### config.mk
export PLATFORM = sky130hd
export DESIGN_NAME = tfm_ctrl
export DESIGN_NICKNAME = d
export VERILOG_FILES = /design/src/hdl/tfm_fifo.v /design/src/hdl/tfm_ctrl.v
export VERILOG_INCLUDE_DIRS = /design/src /design/src/hdl
export SDC_FILE = /design/constraint.sdc
export NUM_CORES = 1
export LEC_CHECK = 0
export ABC_AREA = 1
export BUFFER_PORTS_ARGS = -buffer_cell sky130_fd_sc_hd__buf_2
export CAP_MARGIN = 20
export CELL_PAD_IN_SITES_DETAIL_PLACEMENT = 0
export CELL_PAD_IN_SITES_GLOBAL_PLACEMENT = 1
export CORE_MARGIN = 4
export CORE_UTILIZATION = 40
export DETAILED_ROUTE_END_ITERATION = 12
export PLACE_DENSITY = 0.73
export RECOVER_POWER = 50
export SETUP_SLACK_MARGIN = 0.02
export SLEW_MARGIN = 20
export SYNTH_ARGS = -nofsm -noshare
export SYNTH_HDL_FRONTEND = slang
export SYNTH_SLANG_ARGS = --single-unit
### constraint.sdc
create_clock -name sys_clk_in -period 5.6 [get_ports sys_clk_in]
set_clock_uncertainty 0.2 [all_clocks]
set_input_delay 1.12 -clock sys_clk_in [delete_from_list [all_inputs] [get_ports sys_clk_in]]
set_output_delay 1.12 -clock sys_clk_in [all_outputs]
set_load 0.05 [all_outputs]
### src/hdl/tfm_map.vh
// Purpose: Constants for the fine-mode measure control block
// Assumes: 20 MHz system clock, 4-bit register address
// Notes: Register indices equal bus addresses
`ifndef TFM_MAP_VH
`define TFM_MAP_VH
`define TFM_REG_EDGE 4'h0
`define TFM_REG_MASK 4'h2
`define TFM_REG_TEST 4'h3
`define TFM_REG_CTRL 4'h4
`define TFM_REG_OPT 4'h5
`define TFM_REG_FILL 4'h6
`define TFM_REG_TIMER 4'h7
`define TFM_REG_FIFO1 4'h8
`define TFM_REG_FIFO2 4'h9
`define TFM_REG_STAT 4'hA
`define TFM_REG_ERRM 4'hB
`define TFM_REG_IRQM 4'hC
`define TFM_REG_BUS 4'hE
`define TFM_BUS16_VAL 28'h0000010
`define TFM_FINE_DIV 5'h1F
// Idle level of every synchronised pin, so no false edge follows reset
`define TFM_PIN_IDLE 18'h3C006
// Register 0: rising select bits 0..2, falling select bits 3..5 (start, stop1, stop2)
`define TFM_RISE_LSB 0
`define TFM_FALL_LSB 3
// Register 2: mask bits 3..8, stop1 uses 3..5, stop2 uses 6..8
`define TFM_MASK1_LSB 3
`define TFM_MASK2_LSB 6
// Register 3
`define TFM_DIV_LSB 0
`define TFM_TEST_BIT 27
// Register 4
`define TFM_MRST_BIT 22
`define TFM_PRST_BIT 23
`define TFM_TRIG_BIT 24
`define TFM_QUIET_BIT 13
`define TFM_FINE_BIT 9
`define TFM_TSTART_BIT 8
`define TFM_TSTOP_BIT 10
// Register 5
`define TFM_OFF_LSB 0
`define TFM_STOPHOLD_BIT 21
`define TFM_STARTLOCK_BIT 22
`define TFM_MTRIG_BIT 23
`define TFM_MOE_BIT 24
`define TFM_PTRIG_BIT 25
`define TFM_POE_BIT 26
// Register 6
`define TFM_FILL_LSB 0
`define TFM_DIFFPWR_BIT 27
// Register 11 and 12 event bit positions
`define TFM_ERR_HIT_BIT 16
`define TFM_ERR_IF1_BIT 24
`define TFM_ERR_IF2_BIT 25
`define TFM_ERR_PLL_BIT 26
`define TFM_IRQ_HIT_BIT 13
`define TFM_IRQ_IF1_BIT 21
`define TFM_IRQ_IF2_BIT 22
`define TFM_IRQ_PLL_BIT 23
`define TFM_IRQ_EMPTY_BIT 24
`define TFM_IRQ_TIMER_BIT 25
// Timing
`define TFM_CLK_NS 50
`define TFM_HOLD_NS 7
`define TFM_RST_NS 40
`define TFM_PRST_NS 75
`define TFM_PROC_NS 900
`endif

### src/hdl/tfm_fifo.v
// Purpose: Interface FIFO with valid/ready on both sides
// Assumes: Single clock, synchronous active-high clear
// Notes: Storage in flip-flops
`timescale 1ns/100ps
`default_nettype none
module tfm_fifo #(
  parameter WIDTH = 28,
  parameter DEPTH = 8,
  parameter AW = 3
) (
  input wire sys_clk_in,
  input wire clr_in,
  input wire [WIDTH-1:0] wr_data_in,
  input wire wr_valid_in,
  output wire wr_ready_out,
  output wire [WIDTH-1:0] rd_data_out,
  output wire rd_valid_out,
  input wire rd_ready_in,
  output wire [AW:0] level_out
);
  reg [WIDTH-1:0] mem_q [0:DEPTH-1];
  reg [AW-1:0] wp_q;
  reg [AW-1:0] rp_q;
  reg [AW:0] cnt_q;
  wire do_wr;
  wire do_rd;
  // Handshakes
  assign wr_ready_out = (cnt_q != DEPTH[AW:0]);
  assign rd_valid_out = (cnt_q != {(AW+1){1'b0}});
  assign do_wr = wr_valid_in & wr_ready_out;
  assign do_rd = rd_ready_in & rd_valid_out;
  assign rd_data_out = mem_q[rp_q];
  assign level_out = cnt_q;
  // Pointers and count
  always @(posedge sys_clk_in)
  begin
    if (clr_in)
    begin
      wp_q <= {AW{1'b0}};
      rp_q <= {AW{1'b0}};
      cnt_q <= {(AW+1){1'b0}};
    end
    else
    begin
      if (do_wr)
      begin
        mem_q[wp_q] <= wr_data_in;
        wp_q <= wp_q + 1'b1;
      end
      if (do_rd)
        rp_q <= rp_q + 1'b1;
      if (do_wr & ~do_rd)
        cnt_q <= cnt_q + 1'b1;
      else if (do_rd & ~do_wr)
        cnt_q <= cnt_q - 1'b1;
    end
  end
endmodule
`default_nettype wire

### src/hdl/tfm_ctrl.v
// Purpose: Fine-mode measure control and readout of a time-to-digital converter
// Assumes: Host bus and pins are synchronised to sys_clk_in; time base is the system clock
// Notes: Results are coarse counts scaled by the fine divider plus one; analog loop not modelled
// How it works
// - Each channel reacts to rising, falling, or both edges; none disables.
// - Stops are blocked by per-edge pins and by triples of software mask bits.
// - Inputs open after reset; optional stop hold until start plus 7 ns.
// - Only first start used; optional lock closes start channel after it.
// - An 18-bit start offset is added to each scaled stop result.
// - Stop events buffered, start subtracted, results moved to channel FIFOs.
// - Bus is 28 bits; writing 0x10 to address 14 selects 16-bit mode.
// - Each channel FIFO shows active-high empty and level flags.
// - One fill threshold for both FIFOs raises level flag when reached.
// - Quiet mode: processing starts on trigger edge or software bit, 900 ns.
// - Result in low bits, upper unused; channel 1 at 8, channel 2 at 9.
// - Power-up reset pin low resets whole chip except bus_data_out, including configuration.
// - Master reset clears all but configuration and bus_data_out, from register 4 or pins.
// - Partial reset also keeps FIFOs, from register 4 or enabled pins.
// - Inputs ignore data 40 ns after master reset, 75 ns after partial.
// - Interval timer from register 7 starts on start or stop, flags on expiry.
// - Interrupt flag ORs unmasked events of register 12 bits 21 to 25.
// - Error flag ORs unmasked events of register 11 bits 24 to 26.
// - Test select routes three test inputs instead of measurement inputs.
// - Fine mode active when divider is 31 and fine enable bit set.
// - In fine mode one stop hit per channel per start.
`timescale 1ns/100ps
`default_nettype none
`include "tfm_map.vh"
module tfm_ctrl #(
  parameter DW = 28,
  parameter DEPTH = 8,
  parameter AW = 3
) (
  input wire sys_clk_in,
  input wire srst_in,
  input wire power_up_reset_n_in,
  input wire bus_cs_n_in,
  input wire bus_rd_n_in,
  input wire bus_wr_n_in,
  input wire [3:0] bus_addr_in,
  input wire [DW-1:0] bus_data_in,
  output reg [DW-1:0] bus_data_out,
  output wire bus_data_oe_n_out,
  input wire start_in,
  input wire stop1_in,
  input wire stop2_in,
  input wire test_start_in,
  input wire test_stop1_in,
  input wire test_stop2_in,
  input wire [3:0] stop_input_block_pin_in,
  input wire post_process_trigger_pin_in,
  input wire output_drive_pin_n_in,
  input wire pll_locked_in,
  output wire fifo_empty_flag1_out,
  output wire fifo_empty_flag2_out,
  output wire fifo_level_flag1_out,
  output wire fifo_level_flag2_out,
  output wire irq_flag_out,
  output wire err_flag_out,
  output wire diff_input_power_on_out,
  output wire bus16_mode_out
);
  localparam HOLD_CYC = (`TFM_HOLD_NS + `TFM_CLK_NS - 1) / `TFM_CLK_NS;
  localparam RST_CYC = (`TFM_RST_NS + `TFM_CLK_NS - 1) / `TFM_CLK_NS;
  localparam PRST_CYC = (`TFM_PRST_NS + `TFM_CLK_NS - 1) / `TFM_CLK_NS;
  localparam PROC_CYC = `TFM_PROC_NS / `TFM_CLK_NS;
  localparam S_IDLE = 2'h0;
  localparam S_CALC = 2'h1;
  localparam S_PUSH = 2'h2;
  // *****************************************
  // Input synchronisers
  // *****************************************
  localparam NS = 18;
  wire [NS-1:0] raw_w;
  reg [NS-1:0] s1_q;
  reg [NS-1:0] s2_q;
  reg [NS-1:0] s3_q;
  assign raw_w = {power_up_reset_n_in, bus_cs_n_in, bus_rd_n_in, bus_wr_n_in, start_in, stop1_in, stop2_in,
    test_start_in, test_stop1_in, test_stop2_in, stop_input_block_pin_in, post_process_trigger_pin_in,
    output_drive_pin_n_in, pll_locked_in, 1'b0};
  // Two stages then a history stage for edges
  always @(posedge sys_clk_in)
  begin
    if (srst_in)
    begin
      s1_q <= `TFM_PIN_IDLE;
      s2_q <= `TFM_PIN_IDLE;
      s3_q <= `TFM_PIN_IDLE;
    end
    else
    begin
      s1_q <= raw_w;
      s2_q <= s1_q;
      s3_q <= s2_q;
    end
  end
  wire pur_n = s2_q[17];
  wire wr_fall = ~s2_q[16] & ~s2_q[14] & s3_q[14];
  wire rd_fall = ~s2_q[16] & ~s2_q[15] & s3_q[15];
  wire rd_act = ~s2_q[16] & ~s2_q[15];
  wire [3:0] blk_pin = s2_q[7:4];
  wire trig_rise = s2_q[3] & ~s3_q[3];
  wire oe_low = ~s2_q[2];
  wire pll_ok = s2_q[1];
  // *****************************************
  // Configuration registers
  // *****************************************
  reg [DW-1:0] r0_q, r2_q, r3_q, r4_q, r5_q, r6_q, r7_q, r11_q, r12_q;
  reg bus16_q;
  reg half_q;
  reg [15:0] lo_q;
  wire cfg_rst = srst_in | ~pur_n;
  // 16-bit mode collects low word then high word before a write takes effect
  wire wr_full = wr_fall & (~bus16_q | half_q);
  wire [DW-1:0] wdat = bus16_q ? {bus_data_in[11:0], lo_q} : bus_data_in;
  always @(posedge sys_clk_in)
  begin
    if (cfg_rst)
    begin
      r0_q <= 28'h0000000;
      r2_q <= 28'h0000000;
      r3_q <= 28'h0000000;
      r4_q <= 28'h0000000;
      r5_q <= 28'h0000000;
      r6_q <= 28'h0000000;
      r7_q <= 28'h0000000;
      r11_q <= 28'h0000000;
      r12_q <= 28'h0000000;
      bus16_q <= 1'b0;
      half_q <= 1'b0;
      lo_q <= 16'h0000;
    end
    else
    begin
      if (bus16_q & (wr_fall | rd_fall))
        half_q <= ~half_q;
      if (bus16_q & wr_fall & ~half_q)
        lo_q <= bus_data_in[15:0];
      if (wr_full)
      begin
        case (bus_addr_in)
          `TFM_REG_EDGE: r0_q <= wdat;
          `TFM_REG_MASK: r2_q <= wdat;
          `TFM_REG_TEST: r3_q <= wdat;
          `TFM_REG_CTRL: r4_q <= wdat & ~(28'h1 << `TFM_TRIG_BIT); // Trigger bit self-clears
          `TFM_REG_OPT: r5_q <= wdat;
          `TFM_REG_FILL: r6_q <= wdat;
          `TFM_REG_TIMER: r7_q <= wdat;
          `TFM_REG_ERRM: r11_q <= wdat;
          `TFM_REG_IRQM: r12_q <= wdat;
          `TFM_REG_BUS:
          begin
            bus16_q <= (wdat == `TFM_BUS16_VAL);
            half_q <= 1'b0;
          end
          default: ;
        endcase
      end
    end
  end
  assign bus16_mode_out = bus16_q;
  assign diff_input_power_on_out = r6_q[`TFM_DIFFPWR_BIT];
  wire ctrl_wr = wr_full & (bus_addr_in == `TFM_REG_CTRL);
  wire quiet = r4_q[`TFM_QUIET_BIT];
  wire fine_on = r4_q[`TFM_FINE_BIT] & (r3_q[`TFM_DIV_LSB +: 5] == `TFM_FINE_DIV);
  // *****************************************
  // Resets and input recovery
  // *****************************************
  wire mrst = cfg_rst | (ctrl_wr & wdat[`TFM_MRST_BIT])
    | (quiet & r5_q[`TFM_MOE_BIT] & oe_low)
    | (~quiet & r5_q[`TFM_MTRIG_BIT] & s2_q[3]);
  wire prst = (ctrl_wr & wdat[`TFM_PRST_BIT])
    | (quiet & r5_q[`TFM_POE_BIT] & oe_low)
    | (~quiet & r5_q[`TFM_PTRIG_BIT] & s2_q[3]);
  wire anyrst = mrst | prst;
  reg [3:0] rec_q;
  // Recovery counter keeps inputs closed after a reset
  always @(posedge sys_clk_in)
  begin
    if (mrst)
      rec_q <= RST_CYC[3:0];
    else if (prst)
      rec_q <= PRST_CYC[3:0];
    else if (rec_q != 4'h0)
      rec_q <= rec_q - 4'h1;
  end
  wire inputs_open = (rec_q == 4'h0) & ~anyrst;
  // *****************************************
  // Edge detection and channel gating
  // *****************************************
  wire tsel = r3_q[`TFM_TEST_BIT];
  wire [2:0] lvl_now = tsel ? s2_q[10:8] : s2_q[13:11];
  wire [2:0] lvl_old = tsel ? s3_q[10:8] : s3_q[13:11];
  wire [2:0] ev;
  genvar gi;
  generate
    for (gi = 0; gi < 3; gi = gi + 1)
    begin : g_edge
      // Index 2 is start, 1 is stop1, 0 is stop2
      assign ev[gi] = (r0_q[`TFM_RISE_LSB + 2 - gi] & lvl_now[gi] & ~lvl_old[gi])
        | (r0_q[`TFM_FALL_LSB + 2 - gi] & ~lvl_now[gi] & lvl_old[gi]);
    end
  endgenerate
  // Per-edge pin blocks and triple mask bits for each stop
  wire rise1 = lvl_now[1] & ~lvl_old[1];
  wire rise2 = lvl_now[0] & ~lvl_old[0];
  wire blk1 = (rise1 ? blk_pin[0] : blk_pin[1]) | (&r2_q[`TFM_MASK1_LSB +: 3]);
  wire blk2 = (rise2 ? blk_pin[2] : blk_pin[3]) | (&r2_q[`TFM_MASK2_LSB +: 3]);
  reg started_q;
  reg [1:0] hold_q;
  reg [1:0] got_q;
  reg [13:0] tcnt_q;
  reg [12:0] tmr_q;
  reg tmr_end_q;
  wire start_ok = ev[2] & inputs_open & ~(started_q & r5_q[`TFM_STARTLOCK_BIT]);
  wire stop_gate = inputs_open & (~r5_q[`TFM_STOPHOLD_BIT] | (started_q & hold_q == 2'h0));
  wire hit1 = ev[1] & ~blk1 & stop_gate & ~(fine_on & got_q[1]);
  wire hit2 = ev[0] & ~blk2 & stop_gate & ~(fine_on & got_q[0]);
  reg [22:0] t1_q, t2_q, ts_q;
  // Measurement state: start stamp, stop stamps, time base
  always @(posedge sys_clk_in)
  begin
    if (anyrst)
    begin
      started_q <= 1'b0;
      hold_q <= 2'h0;
      got_q <= 2'h0;
      tcnt_q <= 14'h0000;
      ts_q <= 23'h000000;
      t1_q <= 23'h000000;
      t2_q <= 23'h000000;
    end
    else
    begin
      tcnt_q <= tcnt_q + 14'h0001;
      if (hold_q != 2'h0)
        hold_q <= hold_q - 2'h1;
      if (start_ok & ~started_q)
      begin
        started_q <= 1'b1;
        ts_q <= {9'h000, tcnt_q};
        hold_q <= HOLD_CYC[1:0];
        got_q <= 2'h0;
      end
      if (hit1)
      begin
        got_q[1] <= 1'b1;
        t1_q <= {9'h000, tcnt_q};
      end
      if (hit2)
      begin
        got_q[0] <= 1'b1;
        t2_q <= {9'h000, tcnt_q};
      end
    end
  end
  // *****************************************
  // Post-processing
  // *****************************************
  reg [1:0] st_q;
  reg [5:0] pc_q;
  reg [DW-1:0] res1_q, res2_q;
  reg [1:0] pend_q;
  wire w1_rdy, w2_rdy;
  wire sw_trig = ctrl_wr & wdat[`TFM_TRIG_BIT];
  wire go = quiet & (trig_rise | sw_trig);
  // Result = (stop - start) times (divider + 1), plus offset, in fine bins
  function [DW-1:0] calc;
    input [22:0] stp;
    input [22:0] sta;
    input [4:0] dv;
    input [17:0] off;
    reg [27:0] d;
    begin
      d = {5'h00, stp - sta} * ({23'h000000, dv} + 28'h0000001);
      calc = {5'h00, d[22:0] + {5'h00, off}};
    end
  endfunction
  // Trigger waits out the processing latency, then pushes into FIFOs
  always @(posedge sys_clk_in)
  begin
    if (anyrst)
    begin
      st_q <= S_IDLE;
      pc_q <= 6'h00;
      pend_q <= 2'h0;
      res1_q <= 28'h0000000;
      res2_q <= 28'h0000000;
    end
    else
    begin
      case (st_q)
        S_IDLE:
          if (go)
          begin
            st_q <= S_CALC;
            pc_q <= PROC_CYC[5:0];
            res1_q <= calc(t1_q, ts_q, r3_q[`TFM_DIV_LSB +: 5], r5_q[`TFM_OFF_LSB +: 18]);
            res2_q <= calc(t2_q, ts_q, r3_q[`TFM_DIV_LSB +: 5], r5_q[`TFM_OFF_LSB +: 18]);
            pend_q <= got_q;
          end
        S_CALC:
          if (pc_q <= 6'h2)
            st_q <= S_PUSH;
          else
            pc_q <= pc_q - 6'h01;
        S_PUSH:
        begin
          if (w1_rdy)
            pend_q[1] <= 1'b0;
          if (w2_rdy)
            pend_q[0] <= 1'b0;
          if ((~pend_q[1] | w1_rdy) & (~pend_q[0] | w2_rdy))
            st_q <= S_IDLE;
        end
        default: st_q <= S_IDLE;
      endcase
    end
  end
  // *****************************************
  // Interface FIFOs and readout
  // *****************************************
  wire [DW-1:0] f1_d, f2_d;
  wire f1_v, f2_v;
  wire [AW:0] lv1, lv2;
  wire fclr = mrst;
  wire rd_fire = rd_fall & (~bus16_q | half_q);
  wire rd1 = rd_fire & (bus_addr_in == `TFM_REG_FIFO1);
  wire rd2 = rd_fire & (bus_addr_in == `TFM_REG_FIFO2);
  tfm_fifo #(.WIDTH(DW), .DEPTH(DEPTH), .AW(AW)) u_fifo1 (
    .sys_clk_in(sys_clk_in),
    .clr_in(fclr),
    .wr_data_in(res1_q),
    .wr_valid_in((st_q == S_PUSH) & pend_q[1]),
    .wr_ready_out(w1_rdy),
    .rd_data_out(f1_d),
    .rd_valid_out(f1_v),
    .rd_ready_in(rd1),
    .level_out(lv1)
  );
  tfm_fifo #(.WIDTH(DW), .DEPTH(DEPTH), .AW(AW)) u_fifo2 (
    .sys_clk_in(sys_clk_in),
    .clr_in(fclr),
    .wr_data_in(res2_q),
    .wr_valid_in((st_q == S_PUSH) & pend_q[0]),
    .wr_ready_out(w2_rdy),
    .rd_data_out(f2_d),
    .rd_valid_out(f2_v),
    .rd_ready_in(rd2),
    .level_out(lv2)
  );
  wire [7:0] fill = r6_q[`TFM_FILL_LSB +: 8];
  assign fifo_empty_flag1_out = ~f1_v;
  assign fifo_empty_flag2_out = ~f2_v;
  assign fifo_level_flag1_out = (fill != 8'h00) & ({{(7-AW){1'b0}}, lv1} >= fill);
  assign fifo_level_flag2_out = (fill != 8'h00) & ({{(7-AW){1'b0}}, lv2} >= fill);
  // *****************************************
  // Interval timer and flags
  // *****************************************
  wire tmr_go = (r4_q[`TFM_TSTART_BIT] & start_ok) | (r4_q[`TFM_TSTOP_BIT] & (hit1 | hit2));
  always @(posedge sys_clk_in)
  begin
    if (anyrst)
    begin
      tmr_q <= 13'h0000;
      tmr_end_q <= 1'b0;
    end
    else if (tmr_go & (tmr_q == 13'h0000))
    begin
      tmr_q <= r7_q[12:0];
      tmr_end_q <= 1'b0;
    end
    else if (tmr_q != 13'h0000)
    begin
      tmr_q <= tmr_q - 13'h0001;
      if (tmr_q == 13'h0001)
        tmr_end_q <= 1'b1;
    end
  end
  wire if1_full = ~w1_rdy;
  wire if2_full = ~w2_rdy;
  assign irq_flag_out = (r12_q[`TFM_IRQ_IF1_BIT] & if1_full) | (r12_q[`TFM_IRQ_IF2_BIT] & if2_full)
    | (r12_q[`TFM_IRQ_PLL_BIT] & ~pll_ok) | (r12_q[`TFM_IRQ_EMPTY_BIT] & (st_q == S_IDLE))
    | (r12_q[`TFM_IRQ_TIMER_BIT] & tmr_end_q);
  assign err_flag_out = (r11_q[`TFM_ERR_IF1_BIT] & if1_full) | (r11_q[`TFM_ERR_IF2_BIT] & if2_full)
    | (r11_q[`TFM_ERR_PLL_BIT] & ~pll_ok);
  // Read data mux with status word at address 10
  wire [DW-1:0] stat = {16'h0000, 4'h0, fine_on, tmr_end_q, err_flag_out, irq_flag_out,
    fifo_level_flag2_out, fifo_level_flag1_out, fifo_empty_flag2_out, fifo_empty_flag1_out};
  reg [DW-1:0] rsel;
  always @*
  begin
    case (bus_addr_in)
      `TFM_REG_FIFO1: rsel = f1_d;
      `TFM_REG_FIFO2: rsel = f2_d;
      `TFM_REG_STAT: rsel = stat;
      `TFM_REG_OPT: rsel = r5_q;
      `TFM_REG_FILL: rsel = r6_q;
      default: rsel = 28'h0000000;
    endcase
  end
  // Read data captured once per strobe so a FIFO pop cannot change it while the host still reads
  always @(posedge sys_clk_in)
  begin
    if (srst_in)
      bus_data_out <= 28'h0000000;
    else if (rd_fall)
      bus_data_out <= (bus16_q & half_q) ? {16'h0000, rsel[27:16]} : (bus16_q ? {12'h000, rsel[15:0]} : rsel);
  end
  assign bus_data_oe_n_out = ~(rd_act | oe_low);
endmodule
`default_nettype wire

=== After elaboration in Yosys (flattened, before gate mapping) ===
Memory sizes are Yosys's and may differ from the RTL's. A register that Yosys moved wholly into a read port is not among the register bits.
Cells that the tools add are included.

* Input bits: 51
* Output and inout bits: 37
* Bits in registers: 432
* Memories: 2
* Bits in writable memories: 368

{| class="wikitable"
|+ Memory list
! name !! depth !! width !! rd ports !! clocked after memory_dff !! wr ports !! line !! text
|-
| u_fifo1.mem_q || 8 || 23 || 1 || 1 || 1 || tfm_fifo.v:21 || <nowiki>reg [WIDTH-1:0] mem_q [0:DEPTH-1];</nowiki>
|-
| u_fifo2.mem_q || 8 || 23 || 1 || 1 || 1 || tfm_fifo.v:21 ||
|}

* Mux-type cells: 45
* Add/subtract/negate cells: 18
* Order comparisons: 3
* Reduce and logical (&&, ||, !) cells: 41
* Multipliers: 2
* Equal/unequal tests: 25
* Bitwise operators: 142

{| class="wikitable"
|+ Operator list
! kind !! count
|-
| 28-bit case mux with 5 select lines || 1
|-
| 28-bit 2-to-1 mux || 3
|-
| 1-bit bitwise AND || 80
|-
| 23-bit by 18-bit adder with 23-bit output || 2
|-
| 1-bit inverter || 35
|-
| 14-bit by 14-bit subtractor with 15-bit output || 2
|-
| 28-bit by 5-bit == test with 1-bit output (second input constant) || 1
|-
| 23-bit by 28-bit multiplier with 23-bit output || 1
|-
| 1-bit OR || 27
|-
| 13-bit 2-to-1 mux || 2
|-
| 4-bit == test (second input constant) || 6
|-
| 2-bit AND reduction || 12
|-
| 23-bit by 6-bit multiplier with 23-bit output || 1
|-
| 2-bit nonzero test || 10
|-
| 3-bit 2-to-1 mux || 6
|-
| 3-bit AND reduction || 6
|-
| 1-bit 2-to-1 mux || 17
|-
| 4-bit by 3-bit == test with 1-bit output (second input constant) || 4
|-
| 4-bit by 8-bit greater-or-equal comparator with 1-bit output || 2
|-
| 4-bit 2-to-1 mux || 4
|-
| 14-bit by 1-bit adder with 14-bit output (second input constant) || 1
|-
| 2-bit 2-to-1 mux || 7
|-
| 13-bit by 1-bit == test with 1-bit output (second input constant) || 1
|-
| 13-bit zero test || 1
|-
| 25 further kinds || 44
|}

=== Longest topological paths before layout ===
Gate-level depths: netlist of the first run.

* Word-level depth: 20
* Mapped depth: 34

=== Hierarchy ===
Synthesis of the first run repeated with hierarchy kept, for this count alone.

* Cell total of the unflattened synthesis: 4594
* Area total of the unflattened synthesis: 41177.0 um2

{| class="wikitable"
|+ By module, submodules not included
! module !! area an instance (um2) !! cells each !! times used
|-
| tfm_ctrl || 21942.3 || 2910 || 1
|-
| tfm_fifo at u_fifo1 || 9618.0 || 842 || 1
|-
| tfm_fifo at u_fifo2 || 9616.7 || 842 || 1
|}

=== Least setup slack after synthesis of the first run ===
Ideal clock, no wire load.

* Kind: register to register
* Start: register t1_q[0]
* End: register res1_q[22]
* Library setup time: 0.058 ns
* Data required time: 5.342 ns
* Path slack: -0.315 ns
* Clock period less this slack: 5.915 ns
* Data arrival time: 5.657 ns
* Cell stages (with the launch flop): 29
* Path through: dfxtp_1 inv_1 ha_1 fa_1 inv_1 a31oi_1 o21ai_1 a21boi_0 o21ai_1 nand2_1 nand2_1 nor2_1 fa_1 inv_1 fa_1 inv_1 fa_1 inv_1 fa_1 inv_1 ha_1 nand2_1 o21ai_0 a221oi_1 nand3_1 or2_2 nand3_1 nand3_1 inv_1

* Word-level cells in the longest chain between the ends: 3

{| class="wikitable"
|+ RTL lines
! item !! line !! text
|-
| start: declaration || tfm_ctrl.v:219 || <nowiki>reg [22:0] t1_q, t2_q, ts_q;</nowiki>
|-
| start signal: assignment || tfm_ctrl.v:248 || <nowiki>t1_q <= {9'h000, tcnt_q};</nowiki>
|-
| 14-bit by 14-bit subtractor with 15-bit output || tfm_ctrl.v:275 || <nowiki>d = {5'h00, stp - sta} * ({23'h000000, dv} + 28'h0000001);</nowiki>
|-
| 23-bit by 28-bit multiplier with 23-bit output || tfm_ctrl.v:275 ||
|-
| 23-bit by 18-bit adder with 23-bit output || tfm_ctrl.v:276 || <nowiki>calc = {5'h00, d[22:0] + {5'h00, off}};</nowiki>
|-
| end signal: assignment || tfm_ctrl.v:298 || <nowiki>res1_q <= calc(t1_q, ts_q, r3_q[`TFM_DIV_LSB +: 5], r5_q[`TFM_OFF_LSB +: 18]);</nowiki>
|-
| end: declaration || tfm_ctrl.v:262 || <nowiki>reg [DW-1:0] res1_q, res2_q;</nowiki>
|}

Every way passes these cells.
A chain may end at the register's enable or synchronous reset.

=== Worst setup path in the final report of the first run ===
* Start: register ts_q[0]
* End: register res2_q[19]

* Word-level cells in the longest chain between the ends: 3

{| class="wikitable"
|+ RTL lines
! item !! line !! text
|-
| start: declaration || tfm_ctrl.v:219 ||
|-
| start signal: assignment || tfm_ctrl.v:241 || <nowiki>ts_q <= {9'h000, tcnt_q};</nowiki>
|-
| 14-bit by 14-bit subtractor with 15-bit output || tfm_ctrl.v:275 ||
|-
| 23-bit by 6-bit multiplier with 23-bit output || tfm_ctrl.v:275 ||
|-
| 23-bit by 18-bit adder with 23-bit output || tfm_ctrl.v:276 ||
|-
| end signal: assignment || tfm_ctrl.v:299 || <nowiki>res2_q <= calc(t2_q, ts_q, r3_q[`TFM_DIV_LSB +: 5], r5_q[`TFM_OFF_LSB +: 18]);</nowiki>
|-
| end: declaration || tfm_ctrl.v:262 ||
|}

Every way passes these cells.

==> results of run 1 <==
[critical path: cells and delay by family (launching register included)]
kind	cells	cell delay, ns
AO/OA/AOI/OAI	5	0.54
flip-flops	1	0.36
AND/OR/NAND/NOR	11	1.20
adder cells (fa/ha/maj)	7	2.59
XOR/XNOR	1	0.19
buffers and inverters	7	0.64
[through the flow]
| step | util (%) | instances | total power [mW] |
|---|---|---|---|
| CTS | 48.36 | 5494 | 12.35 |
| floorplan | - | 3948 | 6.522 |
| detailed placement | 44.34 | 5335 | 7.002 |
| global placement | 44.34 | 5335 | 6.989 |
| global route | 49.32 | 5509 | 12.86 |
| finish | 49.32 | 5509 | 12.37 |
[cell families (layout without fill, tap and decap cells)]
| group | after synthesis | count (layout) |
|---|---|---|
| xor gates and xnor gates | 67 | 67 |
| muxes | 32 | 32 |
| and+or+nand+nor | 1260 | 1260 |
| AOI/OAI and AO/OA | 908 | 908 |
| adders and majority gates | 288 | 288 |
| DFF | 717 | 717 |
| buffers and inverters | 676 | 1051 |
[power by group through the flow]
stage | combinational (mW) | clock, mW | sequential (mW)
final | 1.54 | 5.25 | 5.58
after global routing | 1.71 | 5.56 | 5.58
after CTS | 1.44 | 5.34 | 5.58
after detailed placement | 1.31 | 0 | 5.69
after global placement | 1.30 | 0 | 5.69
after floorplan | 0.841 | 0 | 5.68
[sequential cells by signal, summed over array words and instances (netlist names), 6 cells and up, named ones only]
register	count
r2_q	6
s3_q	9
r7_q	13
tcnt_q	14
u_fifo1.mem_q	184
res2_q	23
ts_q	14
s2_q	17
r5_q	28
t1_q	14
tmr_q	13
r6_q	28
lo_q	16
t2_q	14
u_fifo2.mem_q	184
bus_data_out	28
r0_q	6
pc_q	6
r3_q	6
res1_q	23
s1_q	17
[Yosys cell counts (all sizes together), types with 3 or more instances]
cell,count
nor2,636
inv,497
o21ai,385
edfxtp,368
nand2,355
dfxtp,349
a21oi,301
fa,164
clkbuf,140
nand3,130
ha,124
o221ai,59
o211ai,54
or2,48
xnor2,37
buf,34
a211oi,32
mux2i,32
nor3,32
nand4,31
xor2,30
o22ai,20
nor4,13
a21o,10
o32ai,10
nand3b,8
o2111ai,8
o21bai,8
a31oi,6
clkinv,5
nor3b,5
a221oi,4
o31ai,3
[per-layer routing]
| layer | vias to the layer above | GRT usage (%) |
|---|---|---|
| li1 | 13960 | - |
| met1 | 13780 | 30.58 |
| met2 | 700 | 34.93 |
| met3 | 140 | 2.520 |
| met4 | 0 | 5.567 |
| met5 | - | 0 |
[timing repair]
action / 4_1_cts / 5_1_grt
pin swaps: 90 / 100
resized for setup: 201 / 192
endpoints found under the setup margin: 32 / 33
gates cloned: 0 / 0
setup buffers: 16 / 13
hold buffers: 0 / 0
[worst paths after layout]
check,from,end,slack (ns),cells after the start
setup / recovery,ts_q[0],res2_q[19],-0.17,31
setup reg to reg,ts_q[0],res2_q[19],-0.17,31
hold reg to reg,s1_q[9],s2_q[9],0.20,2
hold / removal,s1_q[9],s2_q[9],0.20,2
[final cells by class]
| cell class | instances | area (sq um) |
|---|---|---|
| fill | 8455 | 46380 |
| multi-input combinational | 2555 | 18090 |
| sequential | 717 | 18060 |
| timing repair buffer | 405 | 2957 |
| clock buffer | 107 | 2236 |
| inverter | 502 | 1891 |
| tap | 1186 | 1484 |
| clock inverter | 37 | 430.4 |
==> results summary, run 1 <==
The run finished, with violations left. The checks that failed: capacitance limit, slew limit, setup timing. The synthesized netlist contains 53 unique library cells. The area of the mapped netlist came out at 0.03686 sq mm. The cell-internal power came out at 9.230 mW. The worst voltage drop across the vdd grid is 0.0002378 V. The number of setup violations in the final report came out at 14. The number of placement rows came out at 111. Setup repair after global routing could not meet its margin everywhere. The total leakage power is 16.68 nW. The tool flagged a number of max-cap violations equal to 3. After layout, the minimum clock period comes to 5.774 ns. At the worst endpoint, the arrival time is 6.18 ns. The horizontal die dimension came out at 311.6 um. The first-pass GRT wire length came out at 163100 um. The area share of the largest cell type after synthesis is 29.98%. In the routed layout, each cell is associated on average with a via count of 5.188. Compared with the post-synthesis result, the final layout area differs by 22.47%. The post-detailed-route wirelength per cell is 19.33 um. For this run, the slowest stage of the critical path takes 0.55 ns.

The launching element type of the critical path is a flip-flop. The total iterations of the first detailed-routing run came out at 6. For this design, the slowest cell found on the critical path is sky130_fd_sc_hd__fa_1. At the pin with the least slew margin, the transition time is 2.817 ns. Static timing analysis puts the maximum clock frequency at 0.1732 GHz. For the worst setup path, the data required time is 6.01 ns. The setup slack after placement came out at -0.4917 ns.

The starting density of the core is 40.28%. The placer's final routability congestion estimate came out at 0.8748. The number of antenna cells inserted is 0. Counting every instance in the synthesized netlist gives 3948. The estimated wirelength of the detail-placed design came out at 74910 um. The net switching power is 3.139 mW.

The CTS tree is built. The wire length reported by the detailed router came out at 106500 um. The commonest register cell after synthesis is sky130_fd_sc_hd__edfxtp_1.

The post-detailed-placement cell area came out at 0.04058 sq mm. The count of buffers inserted at the top-level ports is 87. In this run, synthesis inferred 368 flip-flops with an integrated enable. The area fraction in and, or, nand and nor cells after synthesis came out at 14.39%. The adder-cell share of the synthesized area came out at 13.12%. The combinational share of power came out at 12.4%.

The synthesized net count came out at 4287. The height of the die is 311.6 um. The initial antenna violation count is 0. The post-synthesis async set-or-reset flop share came out at 0%. The max-slew violation count is 105. In this run the deepest clock path goes through 3 buffers. The overall overflow remaining after global route came out at 0. The detailed router put a total of 48770 um of wire on met1. The post-route netlist has 19.92% of its cells at a drive strength greater than 1. For this design the top-level I/O count stands at 88. The critical path is of the reg -> reg type. The number of endpoints with negative hold slack in the final report came out at 0. In the final design database the tool counted 4599 nets. The detailed router used layers up to and including met4.

The total number of vias came out at 28580. Leaving out fill and tap cells, the most frequent cells in the layout are 579 x sky130_fd_sc_hd__nor2_1, 466 x sky130_fd_sc_hd__inv_1, 368 x sky130_fd_sc_hd__edfxtp_1. After detailed routing, the number of remaining DRC violations is 0. Leaving out fill and tap cells, the most frequent cell in the layout is sky130_fd_sc_hd__nor2_1. The min-delay analysis places its worst path in the category reg -> reg.

After synthesis, the mean cell area works out to 9.337 sq um. Ranked by total cell area, the synthesized netlist is headed by sky130_fd_sc_hd__edfxtp_1 30%, sky130_fd_sc_hd__dfxtp_1 19%, sky130_fd_sc_hd__fa_1 8.9%. The placeable core area came out at 0.09152 sq mm.

The largest total area in the synthesized netlist belongs to sky130_fd_sc_hd__edfxtp_1. The pin count of the biggest net entering global routing came out at 86. The met2 wire length is 49270 um. The DRC marker count from the first detailed-route iteration came out at 2295.

The root buffer selected by CTS is sky130_fd_sc_hd__clkbuf_16. The slack of the critical path came out at -0.1738 ns. The sequential share of the synthesized area is 48.93%.

The share of total power in the clock network came out at 42.5%. The synthesized design contains 717 register bits. The all-layer global routing usage came out at 21.45%. The final worst hold slack came out at 0.1985 ns. At the later pin of the worst-skew pair, clock insertion delay measures 0.66 ns. The area fraction in compound gates after synthesis came out at 14.06%.

The maximum level of the CTS H-tree came out at 3. After routing the design area is 0.04514 sq mm. Summed over all nets, wire length on met3 after detailed routing comes to 5846 um.

The remaining number of nets flagged by the antenna check after routing came out at 0. The overall die area came out at 0.09708 sq mm. Registers are responsible for 45.1% of the overall power. The xor/xnor share of the synthesized area came out at 1.592%. Of the available clock period, the critical path in the final layout requires 103.1%. The final setup TNS is -0.8897 ns. The clock sink count is 717. The via count of the first global-routing pass is 27570. The normalized max-slew margin is -87.77%. The number of CTS-inserted buffers came out at 79. The switching share of power is 25.38%. The total power density per cell area came out at 274.0 mW/mm^2. The total of warnings raised by yosys came out at 0. The mux contribution to synthesized area came out at 0.8689%.

The worst-path maximum fanout is 4. The sort of element at the end of the critical path is a flip-flop. After synthesis, the largest family of logic cells by area is simple AND/OR/NAND/NOR gates. Clock-pin slew was measured on the worst setup and hold paths at 0.06 ns.
No activity file was read; power rests on OpenSTA's default activity.
==> inputs of run 2 (changes only) <==
PLACE_DENSITY = 0.7   (was 0.73)
clock period = 5.7 ns   (was 5.6 ns; I/O delays follow)
==> run 2 against run 1 <==
The run still ends with capacitance limit, slew limit, setup timing left. Largest power group unchanged. Wire length grew 1.5%. Clock-buffer cell count grew 10. Total power shrank 2.0%. Clock power shrank 1%. Core utilization shrank 0.63 points. Global-route usage grew 0.33 points. Die area is the same. Non-clock buffer count shrank 19. Final area shrank 1.3%. Worst hold slack lost 0.0020 ns. Largest cell class is now registers.
==> results summary, run 2 (synthesis gave the netlist of run 1 again) <==
At the pin with the least slew margin, the transition time is 2.940 ns. The floorplan step defined a die boundary enclosing 0.09708 sq mm. Leaving out fill and tap cells, the most frequent cell in the layout is sky130_fd_sc_hd__nor2_1. The layout cell share with drive strength beyond 1 is 18.71%. The total power density per cell area is 272.0 mW/mm^2. TritonCTS built the clock tree. IR analysis of the VDD net gives a maximum drop of 0.0001938 V. The all-layer global routing usage is 21.78%. The total number of nets in the final design came out at 4581. Input and output buffers added on the ports amount to 87.

In this run the worst path has a maximum fanout of 4. The critical path starts at ts_q[2]. The share of the core filled with cells came out at 48.69%. The number of endpoints with negative hold slack in the final report is 0. The worst hold path begins at s1_q[8]. The clock passes through at most 3 buffers. Of the available clock period, the critical path in the final layout requires 103.0%. The wire length reported by the detailed router came out at 108200 um. The shortest clock period the worst path allows after layout is 5.868 ns. The total leakage power is 16.48 nW. Setup repair after global routing could not meet its margin everywhere.

The number of clock buffers added by TritonCTS is 80. The post-route total power is 12.12 mW. The worst endpoint data arrival time is 6.18 ns. The setup slack after placement is -0.4429 ns. The via-per-instance ratio is 5.159. The clock insertion delay at the later pin of the skew report is 0.64 ns. Measured along the x axis, the die boundary spans 311.6 um. The top cell types in the final layout, fill and taps aside, are 589 x sky130_fd_sc_hd__nor2_1, 465 x sky130_fd_sc_hd__inv_1, 368 x sky130_fd_sc_hd__edfxtp_1. The slowest stage of the critical path is the sky130_fd_sc_hd__fa_2 cell. The max-slew violation count was 105. The placer's final routability congestion estimate came out at 0.8889. The synthesis-to-finish area growth is 20.89%. The number of placement rows came out at 111. The top-level port count came out at 88. The DRC violation count after routing is 0. The largest registers in the layout are u_fifo1.mem_q x184, u_fifo2.mem_q x184. The startpoint identified for the worst register-to-register timing path is ts_q[2]. The path type of the worst setup path is reg -> reg. The normalized max-slew margin is -95.97%. The clock transition time at the flip-flop clock pins of the worst setup and hold paths is 0.06 ns. The clock sink count is 717. The total iterations of the first detailed-routing run came out at 5. Once detail routing completed, the nets flagged for antenna violations numbered 0. The class of the worst hold path is reg -> reg. Setup slack on the critical path of the routed design comes to -0.1682 ns. The DRC marker count from the first detailed-route iteration came out at 2392. The via count of the first global-routing pass was 27440. The height of the die came out at 311.6 um. The estimated wirelength of the detail-placed design is 76030 um. Dividing the detail-routed wire length by the instance count gives 19.69 um. The data required time at the worst endpoint came out at 6.01 ns.

The number of antenna cells inserted is 0. The worst setup path is launched from a flip-flop. The run finished, with violations left. After floorplanning, the core was sized to cover 0.09152 sq mm. The initial antenna violation count is 2. The largest incremental delay on the critical path came out at 0.59 ns. The final reports fail on capacitance limit, slew limit, setup timing.

The pin count of the biggest net entering global routing is 86. The first global-routing pass estimated 164400 um of wire. The total overflow left after global routing is 0.

The fmax came out at 0.1704 GHz. After clock tree synthesis, the flow added hold-fix buffers numbering 0. The cell sitting at the root of the clock tree is a sky130_fd_sc_hd__clkbuf_16. Setup violations remaining at the end of the flow were counted as 11.

The total number of vias came out at 28340. The clock tree synthesis step divided the H-tree into 3 levels. The library cell appearing most often on the critical path is sky130_fd_sc_hd__inv_2. The starting density of the core is 40.28%. The number of max-cap violations came out at 3. STA classifies the critical path endpoint as a flip-flop.
run 2: what timing repair did:
item	CTS	global route
setup buffers	13	15
cloned	0	0
gates resized for setup	190	146
setup endpoints to repair	26	29
pin swaps	93	87
run 2: final cells by class:
class	instances	area [sq um]
Clock buffer	117	2337
Sequential cell	717	18050
Multi-Input combinational cell	2555	17770
Tap cell	1186	1484
Timing Repair Buffer	386	2691
Inverter	502	1894
Clock inverter	31	339.1
Fill cell	8577	46960
run 2: worst max-delay path, delay by kind of cell (launching register included):
| family | cells | cell delay [ns] |
|---|---|---|
| AOI/OAI and AO/OA | 7 | 1.07 |
| adders and majority gates | 6 | 2.67 |
| buffers and inverters | 8 | 0.54 |
| DFF | 1 | 0.32 |
| and+or+nand+nor | 11 | 0.97 |
run 2: per-stage QoR:
stage,TNS (ns),hold slack [ns],instance area (sq um),cells
detailed placement,-7.346,0.1945,40240,5318
floorplan,0,0.1883,36900,3948
global placement,-5.964,0.1895,40240,5318
CTS,-0.6762,0.1994,43870,5479
global route,-9.262,0.2146,44560,5494
finish,-0.8333,0.1965,44560,5494
run 2: worst paths after layout:
check,end,slack [ns],cells after the start
setup / recovery,res2_q[19],-0.17,32
hold / removal,s2_q[8],0.20,2
setup reg to reg,res2_q[19],-0.17,32
hold reg to reg,s2_q[8],0.20,2
run 2: metal layers:
layer	vias up	share of wire (%)	GRT usage, %
met3	158	6.2	4.110
met5	-	0.0074	0
met1	13560	45	30.33
met2	704	45	34.20
li1	13920	-	-
met4	2	3.4	7.532
run 2: power breakdown:
part / internal, mW / total (mW) / switching, mW
clock: 3.09 / 5.19 / 2.11
sequential: 5.44 / 5.48 / 0.0435
combinational: 0.618 / 1.45 / 0.829
